[config.mk]
export PLATFORM = sky130hd
export DESIGN_NAME = axis_supervisor
export DESIGN_NICKNAME = d
export VERILOG_FILES = /design/src/hdl/axis_pkg.sv /design/src/hdl/axis_supervisor.sv /design/src/hdl/quad_counter.sv
export SDC_FILE = /design/constraint.sdc
export NUM_CORES = 1
export LEC_CHECK = 0
export BUFFER_PORTS_ARGS = -buffer_cell sky130_fd_sc_hd__buf_2
export CAP_MARGIN = 10
export CORE_UTILIZATION = 42
export CTS_BUF_LIST = sky130_fd_sc_hd__clkbuf_16
export DETAILED_ROUTE_END_ITERATION = 7
export SLEW_MARGIN = 20
export SYNTH_ARGS = -nofsm -noshare
export SYNTH_HDL_FRONTEND = slang
export SYNTH_SLANG_ARGS = --single-unit
[constraint.sdc]
create_clock -name clk_i -period 18 [get_ports clk_i]
set_input_delay 3.6 -clock clk_i [delete_from_list [all_inputs] [get_ports clk_i]]
set_output_delay 3.6 -clock clk_i [all_outputs]
set_load 0.1 [all_outputs]
[src/hdl/axis_pkg.sv]
// Constants shared by the axis status and supervision logic
package axis_pkg;
   // Parameter numbers of the axis registers
   localparam logic [7:0] IDX_FAULT_STATUS   = 8'hd0;
   localparam logic [7:0] IDX_ENC_COUNT      = 8'hd1;
   localparam logic [7:0] IDX_ENC_DIVIDER    = 8'hd2;
   localparam logic [7:0] IDX_ENC_DEV_LIMIT  = 8'hd4;
   localparam logic [7:0] IDX_STANDBY_DELAY  = 8'hd6;
   localparam logic [7:0] IDX_RESOLVER_ANGLE = 8'hd7;
   localparam logic [7:0] IDX_EXT_COUNT      = 8'hd8;
   localparam logic [7:0] IDX_EXT_DIVIDER    = 8'hd9;
   localparam logic [7:0] IDX_EXT_DEV_LIMIT  = 8'hda;

   // Fault status bit positions
   localparam int STAT_STALL   = 0;
   localparam int STAT_OT      = 1;
   localparam int STAT_OTPW    = 2;
   localparam int STAT_S2G_A   = 3;
   localparam int STAT_S2G_B   = 4;
   localparam int STAT_OPEN_A  = 5;
   localparam int STAT_OPEN_B  = 6;
   localparam int STAT_STILL   = 7;
   localparam int STAT_W       = 8;

   // Positions of the step, encoder and resolver pins in the synchroniser word
   localparam int PIN_STEP     = 7;
   localparam int PIN_ENC_A    = 8;
   localparam int PIN_ENC_B    = 9;
   localparam int PIN_EXT_A    = 10;
   localparam int PIN_EXT_B    = 11;
   localparam int PIN_ANGLE    = 12;

   localparam int DATA_W       = 32;
   localparam int ANGLE_W      = 10;
   localparam int DELAY_W      = 16;

   // Reset values
   localparam logic [15:0] STANDBY_DELAY_RST = 16'h00c8;
   localparam logic [31:0] DEV_LIMIT_RST     = 32'h0000_0000;
   localparam logic [31:0] DIVIDER_RST       = 32'h0000_0000;

   // Timing
   localparam int CLK_PERIOD_NS  = 10;
   localparam int STILL_EXP      = 20;
   localparam int STILL_CYC      = 1 << STILL_EXP;
   localparam int DELAY_UNIT_MS  = 10;
   localparam int DELAY_UNIT_CYC = (DELAY_UNIT_MS * 1000000) / CLK_PERIOD_NS;

   typedef enum logic [1:0] {
      ST_RUN     = 2'b01,
      ST_STANDBY = 2'b10
   } power_state_t;
endpackage

[src/hdl/axis_supervisor.sv]
// Axis driver status, encoder supervision and standstill power control
`timescale 1ns/1ps
`default_nettype none
module axis_supervisor #(
   parameter int STILL_CYCLES = axis_pkg::STILL_CYC,
   parameter int UNIT_CYCLES  = axis_pkg::DELAY_UNIT_CYC
) (
   input  wire logic                           clk_i,
   input  wire logic                           sys_rst_i,
   // Numbered axis parameter access
   input  wire logic                           par_wr_i,
   input  wire logic                           par_rd_i,
   input  wire logic [7:0]                     par_num_i,
   input  wire logic [axis_pkg::DATA_W-1:0]    par_wdata_i,
   output logic      [axis_pkg::DATA_W-1:0]    par_rdata_o,
   output logic                                par_rvalid_o,
   // Driver status pins
   input  wire logic                           stall_i,
   input  wire logic                           ot_i,
   input  wire logic                           otpw_i,
   input  wire logic                           s2g_a_i,
   input  wire logic                           s2g_b_i,
   input  wire logic                           open_a_i,
   input  wire logic                           open_b_i,
   input  wire logic                           step_i,
   // Encoder and resolver pins
   input  wire logic                           enc_a_i,
   input  wire logic                           enc_b_i,
   input  wire logic                           ext_a_i,
   input  wire logic                           ext_b_i,
   input  wire logic [axis_pkg::ANGLE_W-1:0]   resolver_i,
   // Commanded position from the motion logic, same clock
   input  wire logic [axis_pkg::DATA_W-1:0]    act_pos_i,
   output logic                                motor_stop_o,
   output logic                                standby_o,
   output logic      [axis_pkg::DATA_W-1:0]    enc_divider_o,
   output logic      [axis_pkg::DATA_W-1:0]    ext_divider_o
);
   localparam int PIN_W = axis_pkg::PIN_ANGLE + axis_pkg::ANGLE_W;
   localparam int CNT_W = $clog2(STILL_CYCLES + 1);
   localparam int UNIT_W = $clog2(UNIT_CYCLES + 1);

   logic [PIN_W-1:0] pins_raw;
   logic [PIN_W-1:0] meta_q;
   logic [PIN_W-1:0] sync_q;
   logic [axis_pkg::STAT_W-1:0] stat_q;
   logic [axis_pkg::DATA_W-1:0] enc_count;
   logic [axis_pkg::DATA_W-1:0] ext_count;
   logic [axis_pkg::DATA_W-1:0] enc_lim_q;
   logic [axis_pkg::DATA_W-1:0] ext_lim_q;
   logic [axis_pkg::DELAY_W-1:0] delay_q;
   logic [CNT_W-1:0] still_cnt_q;
   logic [UNIT_W-1:0] unit_cnt_q;
   logic [axis_pkg::DELAY_W-1:0] units_q;
   logic step_p_q;
   logic step_edge;
   logic dev_int;
   logic dev_ext;
   logic wr_enc;
   logic wr_ext;
   axis_pkg::power_state_t pstate_q;

   // Each pin gets two flops; resolver bits may skew, so its source must hold a word steady
   assign pins_raw = {resolver_i, ext_b_i, ext_a_i, enc_b_i, enc_a_i, step_i,
                      open_b_i, open_a_i, s2g_b_i, s2g_a_i, otpw_i, ot_i, stall_i};

   generate
      for (genvar i = 0; i < PIN_W; i++)
      begin : g_sync
         always_ff @(posedge clk_i or posedge sys_rst_i)
         begin
            if (sys_rst_i)
            begin
               meta_q[i] <= 1'b0;
               sync_q[i] <= 1'b0;
            end
            else
            begin
               meta_q[i] <= pins_raw[i];
               sync_q[i] <= meta_q[i];
            end
         end
      end
   endgenerate

   function automatic logic exceeds(input logic [31:0] pos, input logic [31:0] enc,
                                    input logic [31:0] lim);
      logic signed [32:0] diff;
      logic [32:0] mag;
      diff = $signed({pos[31], pos}) - $signed({enc[31], enc});
      mag = diff[32] ? 33'(-diff) : 33'(diff);
      exceeds = (lim != 32'h0000_0000) && (mag > {1'b0, lim});
   endfunction

   assign step_edge = sync_q[axis_pkg::PIN_STEP] & ~step_p_q;
   assign wr_enc = par_wr_i && (par_num_i == axis_pkg::IDX_ENC_COUNT);
   assign wr_ext = par_wr_i && (par_num_i == axis_pkg::IDX_EXT_COUNT);

   quad_counter #(.W(axis_pkg::DATA_W)) u_enc (
      .clk_i      (clk_i),
      .sys_rst_i  (sys_rst_i),
      .a_i        (sync_q[axis_pkg::PIN_ENC_A]),
      .b_i        (sync_q[axis_pkg::PIN_ENC_B]),
      .load_i     (wr_enc),
      .load_val_i (par_wdata_i),
      .count_o    (enc_count)
   );

   quad_counter #(.W(axis_pkg::DATA_W)) u_ext (
      .clk_i      (clk_i),
      .sys_rst_i  (sys_rst_i),
      .a_i        (sync_q[axis_pkg::PIN_EXT_A]),
      .b_i        (sync_q[axis_pkg::PIN_EXT_B]),
      .load_i     (wr_ext),
      .load_val_i (par_wdata_i),
      .count_o    (ext_count)
   );

   // Host-written settings
   always_ff @(posedge clk_i or posedge sys_rst_i)
   begin
      if (sys_rst_i)
      begin
         enc_lim_q     <= axis_pkg::DEV_LIMIT_RST;
         ext_lim_q     <= axis_pkg::DEV_LIMIT_RST;
         delay_q       <= axis_pkg::STANDBY_DELAY_RST;
         enc_divider_o <= axis_pkg::DIVIDER_RST;
         ext_divider_o <= axis_pkg::DIVIDER_RST;
      end
      else if (par_wr_i)
      begin
         case (par_num_i)
            axis_pkg::IDX_ENC_DEV_LIMIT: enc_lim_q <= {1'b0, par_wdata_i[30:0]};
            axis_pkg::IDX_EXT_DEV_LIMIT: ext_lim_q <= par_wdata_i;
            axis_pkg::IDX_STANDBY_DELAY: delay_q <= par_wdata_i[axis_pkg::DELAY_W-1:0];
            axis_pkg::IDX_ENC_DIVIDER: enc_divider_o <= par_wdata_i;
            axis_pkg::IDX_EXT_DIVIDER: ext_divider_o <= par_wdata_i;
            default: ;
         endcase
      end
   end

   // Standstill window counter saturates so the flag holds while idle
   always_ff @(posedge clk_i or posedge sys_rst_i)
   begin
      if (sys_rst_i)
      begin
         step_p_q    <= 1'b0;
         still_cnt_q <= '0;
      end
      else
      begin
         step_p_q <= sync_q[axis_pkg::PIN_STEP];
         if (step_edge)
            still_cnt_q <= '0;
         else if (still_cnt_q != CNT_W'(STILL_CYCLES))
            still_cnt_q <= still_cnt_q + CNT_W'(1);
      end
   end

   // Status byte follows the synchronised driver flags
   always_ff @(posedge clk_i or posedge sys_rst_i)
   begin
      if (sys_rst_i)
         stat_q <= '0;
      else
      begin
         stat_q[axis_pkg::STAT_STALL]  <= sync_q[axis_pkg::STAT_STALL];
         stat_q[axis_pkg::STAT_OT]     <= sync_q[axis_pkg::STAT_OT];
         stat_q[axis_pkg::STAT_OTPW]   <= sync_q[axis_pkg::STAT_OTPW];
         stat_q[axis_pkg::STAT_S2G_A]  <= sync_q[axis_pkg::STAT_S2G_A];
         stat_q[axis_pkg::STAT_S2G_B]  <= sync_q[axis_pkg::STAT_S2G_B];
         stat_q[axis_pkg::STAT_OPEN_A] <= sync_q[axis_pkg::STAT_OPEN_A];
         stat_q[axis_pkg::STAT_OPEN_B] <= sync_q[axis_pkg::STAT_OPEN_B];
         stat_q[axis_pkg::STAT_STILL]  <= (still_cnt_q == CNT_W'(STILL_CYCLES)) && !step_edge;
      end
   end

   // Deviation checks; a zero limit inside exceeds() turns each one off
   assign dev_int = exceeds(act_pos_i, enc_count, enc_lim_q);
   assign dev_ext = exceeds(act_pos_i, ext_count, ext_lim_q);

   always_ff @(posedge clk_i or posedge sys_rst_i)
   begin
      if (sys_rst_i)
         motor_stop_o <= 1'b0;
      else
         motor_stop_o <= dev_int | dev_ext;
   end

   // Standstill timer in delay units; any step returns to run current
   always_ff @(posedge clk_i or posedge sys_rst_i)
   begin
      if (sys_rst_i)
      begin
         unit_cnt_q <= '0;
         units_q    <= '0;
         pstate_q   <= axis_pkg::ST_RUN;
      end
      else if (step_edge)
      begin
         unit_cnt_q <= '0;
         units_q    <= '0;
         pstate_q   <= axis_pkg::ST_RUN;
      end
      else
      begin
         case (pstate_q)
            axis_pkg::ST_RUN:
            begin
               if (unit_cnt_q == UNIT_W'(UNIT_CYCLES - 1))
               begin
                  unit_cnt_q <= '0;
                  units_q    <= units_q + 16'h0001;
               end
               else
                  unit_cnt_q <= unit_cnt_q + UNIT_W'(1);
               // A zero delay acts as one unit so standby never comes instantly
               if (units_q >= delay_q && units_q != 16'h0000)
                  pstate_q <= axis_pkg::ST_STANDBY;
            end
            axis_pkg::ST_STANDBY: pstate_q <= axis_pkg::ST_STANDBY;
            default: pstate_q <= axis_pkg::ST_RUN;
         endcase
      end
   end

   assign standby_o = (pstate_q == axis_pkg::ST_STANDBY);

   // Read port answers one cycle after the request; unknown numbers read zero
   always_ff @(posedge clk_i or posedge sys_rst_i)
   begin
      if (sys_rst_i)
      begin
         par_rdata_o  <= '0;
         par_rvalid_o <= 1'b0;
      end
      else
      begin
         par_rvalid_o <= par_rd_i;
         if (par_rd_i)
         begin
            case (par_num_i)
               axis_pkg::IDX_FAULT_STATUS:   par_rdata_o <= {24'h00_0000, stat_q};
               axis_pkg::IDX_ENC_COUNT:      par_rdata_o <= enc_count;
               axis_pkg::IDX_ENC_DIVIDER:    par_rdata_o <= enc_divider_o;
               axis_pkg::IDX_ENC_DEV_LIMIT:  par_rdata_o <= enc_lim_q;
               axis_pkg::IDX_STANDBY_DELAY:  par_rdata_o <= {16'h0000, delay_q};
               axis_pkg::IDX_RESOLVER_ANGLE: par_rdata_o <= {22'h00_0000, sync_q[PIN_W-1:axis_pkg::PIN_ANGLE]};
               axis_pkg::IDX_EXT_COUNT:      par_rdata_o <= ext_count;
               axis_pkg::IDX_EXT_DIVIDER:    par_rdata_o <= ext_divider_o;
               axis_pkg::IDX_EXT_DEV_LIMIT:  par_rdata_o <= ext_lim_q;
               default:                      par_rdata_o <= '0;
            endcase
         end
      end
   end
endmodule
`default_nettype wire

[src/hdl/quad_counter.sv]
// Signed quadrature position counter with host load
`timescale 1ns/1ps
`default_nettype none
module quad_counter #(
   parameter int W = 32
) (
   input  wire logic         clk_i,
   input  wire logic         sys_rst_i,
   input  wire logic         a_i,
   input  wire logic         b_i,
   input  wire logic         load_i,
   input  wire logic [W-1:0] load_val_i,
   output logic      [W-1:0] count_o
);
   logic a_p_q;
   logic b_p_q;
   logic step;
   logic up;

   // A single-channel change is a step; both at once is a glitch and is dropped
   assign step = (a_i ^ a_p_q) ^ (b_i ^ b_p_q);
   assign up   = a_i ^ b_p_q;

   always_ff @(posedge clk_i or posedge sys_rst_i)
   begin
      if (sys_rst_i)
      begin
         a_p_q <= 1'b0;
         b_p_q <= 1'b0;
      end
      else
      begin
         a_p_q <= a_i;
         b_p_q <= b_i;
      end
   end

   // Load wins over a step in the same cycle, counting resumes from it
   always_ff @(posedge clk_i or posedge sys_rst_i)
   begin
      if (sys_rst_i)
         count_o <= '0;
      else if (load_i)
         count_o <= load_val_i;
      else if (step)
         count_o <= up ? count_o + W'(1) : count_o - W'(1);
   end
endmodule
`default_nettype wire

## Word-level counts from Yosys, hierarchy flattened

Cells that the tools add are included.
Widths: inputs -> output; s select.

| cells by class | value |
|---|---|
| $add $sub $neg | 11 |
| $lt $le $gt $ge | 3 |
| equal/unequal tests | 15 |
| multiplexer cells | 20 |
| bitwise operators | 11 |
| reductions and logical operators | 21 |

Operator list:

| kind | number |
|---|---|
| $pmux 32 s9 | 1 |
| $mux 32 | 6 |
| $eq 8x8->1 const B | 9 |
| $mux 33 | 2 |
| $neg 33->33 | 2 |
| $sub 32x32->33 | 2 |
| $add 32x1->32 const B | 2 |
| $reduce_bool 32->1 | 2 |
| $sub 32x1->32 const B | 2 |
| $mux 20 | 3 |
| $mux 16 | 3 |
| $mux 21 | 2 |
| $gt 33x31->1 | 1 |
| $gt 33x32->1 | 1 |
| $add 21x1->21 const B | 1 |
| $eq 21x21->1 const B | 1 |
| $ne 21x21->1 const B | 1 |
| $add 20x1->20 const B | 1 |
| $eq 20x20->1 const B | 1 |
| $add 16x1->16 const B | 1 |
| $ge 16x16->1 | 1 |
| $reduce_bool 16->1 | 1 |
| $reduce_and 2->1 | 6 |
| $reduce_bool 2->1 | 5 |
| 11 further kinds | 24 |

| word-level totals | value |
|---|---|
| bits in registers | 357 |
| bits of input ports | 98 |
| output and inout bits | 99 |
| word-level logic and storage cells | 145 |

## Logic depth before layout (Yosys ltp)

| logic depth | value |
|---|---|
| word-level depth | 6 |
| mapped depth | 30 |
| mapped depth without buffers | 28 |

## By module

From an unflattened synthesis, not the netlist that was laid out.

| unflattened totals | value |
|---|---|
| cell total of the unflattened synthesis | 2966 |
| area, all modules | 26279.0 µm² |

By module, submodules not included:

| module | instances | cells each | area an instance (µm²) | seq. area each (µm²) |
|---|---|---|---|---|
| axis_supervisor | 1 | 2066 | 19454.9 | 7236.9 |
| quad_counter | 2 | 450 | 3412.0 | 850.8 |

## Least setup slack after synthesis

No wires, ideal clock.

| timing | value |
|---|---|
| kind | input-to-reg |
| start | in act_pos_i[18] in the netlist's numbering |
| end | reg motor_stop_o |
| setup time | 126 ps |
| arrival time | 8151 ps |
| data required time | 17874 ps |
| slack | 9723 ps |
| cell stages on the path | 29 |
| buffers on the path | 3 |
| cells stage by stage | ha_1 clkbuf_1 and4_1 and3_1 clkbuf_1 and4_1 a311o_1 nor2_1 nor3_1 or3_1 a21oi_1 nor2b_1 o31ai_2 buf_2 nand2_1 o21ai_0 ha_1 nor2b_1 o21a_1 o21ai_0 nand2b_1 a21oi_1 o21ai_0 nand2_1 o211ai_1 a221oi_1 o311ai_0 a31oi_1 nand3_1 |

| on the way | value |
|---|---|
| cells in the longest elaborated chain, start to end | 6 |
| elaborated cells between the ends (all ways) | 11 |
| classes of those cells | add/sub (4); order compare (2); mux (2); bitwise (1); reduce/logical (2) |

RTL lines:

| element | line | source |
|---|---|---|
| from (decl) | axis_supervisor.sv:33 | `input wire logic [axis_pkg::DATA_W-1:0] act_pos_i,` |
| $sub 32x32->33 | axis_supervisor.sv:90 | `diff = $signed({pos[31], pos}) - $signed({enc[31], enc});` |
| $neg 33->33 | axis_supervisor.sv:91 | `mag = diff[32] ? 33'(-diff) : 33'(diff);` |
| $mux 33 | axis_supervisor.sv:91 |  |
| $gt 33x31->1 / $gt 33x32->1 (equally long branches) | axis_supervisor.sv:92 | `exceeds = (lim != 32'h0000_0000) && (mag > {1'b0, lim});` |
| $logic_and 1x1->1 | axis_supervisor.sv:92 |  |
| $or 1x1->1 (*) | axis_supervisor.sv:188 | `motor_stop_o <= dev_int \| dev_ext;` |
| to (signal assigned) | axis_supervisor.sv:188 |  |
| to (decl) | axis_supervisor.sv:34 | `output logic motor_stop_o,` |

Mark *: on every way between the ends. The rest lies on a longest branch, timed or not.
A chain may end at the register's enable or synchronous reset.

## Worst setup path after layout

| timing | value |
|---|---|
| start | in act_pos_i[15] in the netlist's numbering |
| end | reg motor_stop_o |

The elaborated chain is that of the path after synthesis.

==> run_results.csv <==
group,metric,value,unit
timing,slew_headroom,0.264,
logic_synthesis,synth_seq_cells,357,
timing,tns,0,ns
floorplanning,core,0.0595,mm^2
logic_synthesis,synth_nets,3141,
timing,slew_viol_final,0,
setup_path,critPathLaunchType,"input pin",
grt,antenna_found_initial,4,
power_and_ir_drop,power.net_switching,2.32,mW
setup_path,critPathBufInv,2,
setup_path,timing.rr.end,"motor_stop_o",
logic_synthesis,avgSynthCellArea,9.02,um^2
timing,min_period_over_period,0.478,
finish,final_nets,3313,
power_and_ir_drop,p_clk_frac,0.180,
finish,mostFrequentLayoutCells,"353 x dfrtp_1, 235 x nor2_1, 225 x inv_1",
route,routed_wl,87200,um
cts,cts.clk_slew.worst_paths,0.06,ns
setup_path,r2r_start,"u_ext.count_o[19]",
setup_path,crit_family,"compound AO/OA/AOI/OAI gates",
worst_hold_path,hold_path.class,"flip-flop to flip-flop",
finish,fin_cells,3808,
timing,fmax,116,MHz
setup_path,rrSetupSlack,12.01,ns
finish,final_common_cell,"dfrtp_1",
logic_synthesis,synth_edf_count,0,
route,drtIter0Drc,1767,
placed_design,place.gp.congestion,0.956,
cts,clock_latency,0.59,ns
finish,n_antenna_cell,0,
placed_design,dpl.hpwl,67300,um
setup_path,end_kind,"flip-flop",
worst_hold_path,hold_depth,0,
power_and_ir_drop,p_leak,13.5,nW
setup_path,reg2reg_depth,28,
power_and_ir_drop,combPwrFrac,0.616,
worst_hold_path,min_to,"sync_q[17]",
setup_path,cp.arrival,9.07,ns
logic_synthesis,synthArstFlopShare,1.00,
logic_synthesis,ys.flop_type,"dfrtp_1",
setup_path,critPathKind,"input pin to flip-flop",
finish,multi_input_area,0.0154,mm^2
timing,worst_pin_slew,1.10,ns
logic_synthesis,synth_area,0.0255,mm^2
floorplanning,die_h,248,um
logic_synthesis,yosysSeqAreaShare,0.350,
placed_design,place_inst,3726,
job,maxCapViolCount,0,
route,vias_per_cell,5.90,
cts,post_cts_resized,0,
cts,cts_hold_buf,0,
power_and_ir_drop,p_seq_frac,0.204,
power_and_ir_drop,powerDensity,176,mW/mm^2
timing,min_period,8.60,ns
grt,grt_pass1_vias,22000,
floorplanning,row_count,89,
cts,cts_max_level,2,
logic_synthesis,synth.yosys.warnings,0,
cts,cts_setup_buffers,0,
grt,grt_overflow_total,0,
timing,rsz0062_at_grt,"false",
placed_design,portBuffers,196,
floorplanning,ios,197,
setup_path,path_max_fanout,14,
power_and_ir_drop,p_int,2.74,mW
setup_path,cp.required,18.47,ns
power_and_ir_drop,ir_drop,82.1,uV
route,wire_per_inst,22.9,um
timing,setup_violations,0,
grt,grt_usage,0.280,
setup_path,crit_path_top_delay_cell,"ha_1",
cts,clock_sinks,357,
timing,hold_violations,0,
timing,skew,0.0147,ns
logic_synthesis,synthDistinctLibCells,95,
route,dr_total_vias,22500,
floorplanning,die_w,248,um
grt,grt_pass1_wl,133000,um
worst_hold_path,worstHoldStart,"meta_q[17]",
finish,n_fill_cell,5733,
finish,drive_gt1_frac,0.166,
cts,cts-root-buf,"clkbuf_16",
cts,cts_tree,"yes",
floorplanning,dieArea,0.0617,mm^2
floorplanning,initial_core_util,0.429,
grt,grt_start_max_net_pins,180,
setup_path,cp_slowest_stage_delay,0.42,ns
status,status,"finished clean",
route,ant_nets,0,
logic_synthesis,synthCells,2827,
power_and_ir_drop,swShare,0.458,
finish,syn2layout_area_growth,13.1,%
route,drc_errors,0,
cts,clockBufferDepth,3,
cts,numCtsBuffers,44,
route,first_pass_iters,7,
setup_path,cp_common_cell,"o21ai_0",
finish,regArea,0.00894,mm^2
sequential cells by signal (all words and copies together) (netlist names), 2 cells and up:
signal / flops
delay_q: 16
u_enc.count_o: 32
stat_q: 8
meta_q: 22
sync_q: 22
unit_cnt_q: 20
ext_divider_o: 32
still_cnt_q: 21
pstate_q: 2
ext_lim_q: 32
u_ext.count_o: 32
par_rdata_o: 32
enc_lim_q: 31
units_q: 16
enc_divider_o: 32
synth_stat cells (33+ instances only):
| master | instances | area, um^2 |
|---|---|---|
| inv_1 | 224 | 841 |
| xnor2_1 | 131 | 1150 |
| o21ai_0 | 158 | 791 |
| mux2_2 | 145 | 1630 |
| o22ai_1 | 59 | 369 |
| nor3_1 | 38 | 190 |
| nand2_1 | 184 | 691 |
| dfrtp_1 | 353 | 8830 |
| a21o_1 | 83 | 623 |
| a31oi_1 | 33 | 206 |
| nand3_1 | 51 | 255 |
| a21oi_1 | 212 | 1060 |
| nor2_1 | 237 | 890 |
| nand4_1 | 38 | 238 |
| clkbuf_1 | 78 | 293 |
| ha_1 | 212 | 2650 |
| mux2i_1 | 33 | 330 |
| xor2_1 | 71 | 622 |
worst max path at each step:
| stage | startpoint | endpoint | slack [ns] | cells past startpoint |
|---|---|---|---|---|
| after floorplan | sys_rst_i | delay_q[0] | 4.50 | 1 |
| after global placement | act_pos_i[15] | motor_stop_o | 8.98 | 28 |
| after detailed placement | act_pos_i[15] | motor_stop_o | 8.93 | 28 |
| after CTS | act_pos_i[15] | motor_stop_o | 9.54 | 28 |
| after global routing | act_pos_i[15] | motor_stop_o | 9.11 | 28 |
| final | act_pos_i[15] | motor_stop_o | 9.40 | 28 |
layout make-up:
| type | count | share of cell area |
|---|---|---|
| multi-input cells | 2142 | 0.533 |
| flip-flops and latches | 357 | 0.310 |
| repair buffers | 230 | 0.0433 |
| clock buffers | 44 | 0.0382 |
| well taps | 773 | 0.0335 |
| inverters | 224 | 0.0294 |
| clock inverters | 38 | 0.0129 |
cells by family after synthesis:
group / synth area share
AO/OA/AOI/OAI: 0.200
AND/OR/NAND/NOR: 0.146
flip-flops: 0.350
buffers and inverters: 0.0495
adder cells (fa/ha/maj): 0.107
XOR/XNOR: 0.0693
multiplexers: 0.0778
through the flow:
step / power [mW] / util / hold slack, ns / instance area, um^2 / worst slack (ns)
finish: 5.07 / 0.485 / 0.346 / 28900 / 9.40
global route: 5.50 / 0.485 / 0.352 / 28900 / 9.11
CTS: 5.06 / 0.485 / 0.341 / 28800 / 9.54
detailed placement: 4.11 / 0.460 / 0.335 / 27400 / 8.93
global placement: 4.05 / 0.460 / 0.333 / 27400 / 8.98
floorplan: 3.38 / - / 0.331 / 25500 / 4.50
power groups by stage:
stage          combinational [mW]  clock (mW)  sequential (mW)
3_5_place_dp                 3.07           0             1.05
2_1_floorplan                2.33           0             1.05
3_3_place_gp                 3.01           0             1.04
6_report                     3.12       0.914             1.03
4_1_cts                      3.09       0.935             1.03
5_1_grt                      3.49       0.967             1.04
layer usage:
| metal | track usage | routed length (um) |
|---|---|---|
| met3 | 0.0328 | 4150 |
| met1 | 0.352 | 36600 |
| met4 | 0.150 | 5090 |
| met2 | 0.472 | 41300 |
| met5 | 0 | 28 |
worst register-to-register path: cells and delay by family, from the launching register on:
family	cells	cell delay, ns
and+or+nand+nor	12	2.10
adders and majority gates	2	0.70
DFF	1	0.45
buffers and inverters	2	0.36
AOI/OAI and AO/OA	12	2.25
No activity file was read; power rests on OpenSTA's default activity.
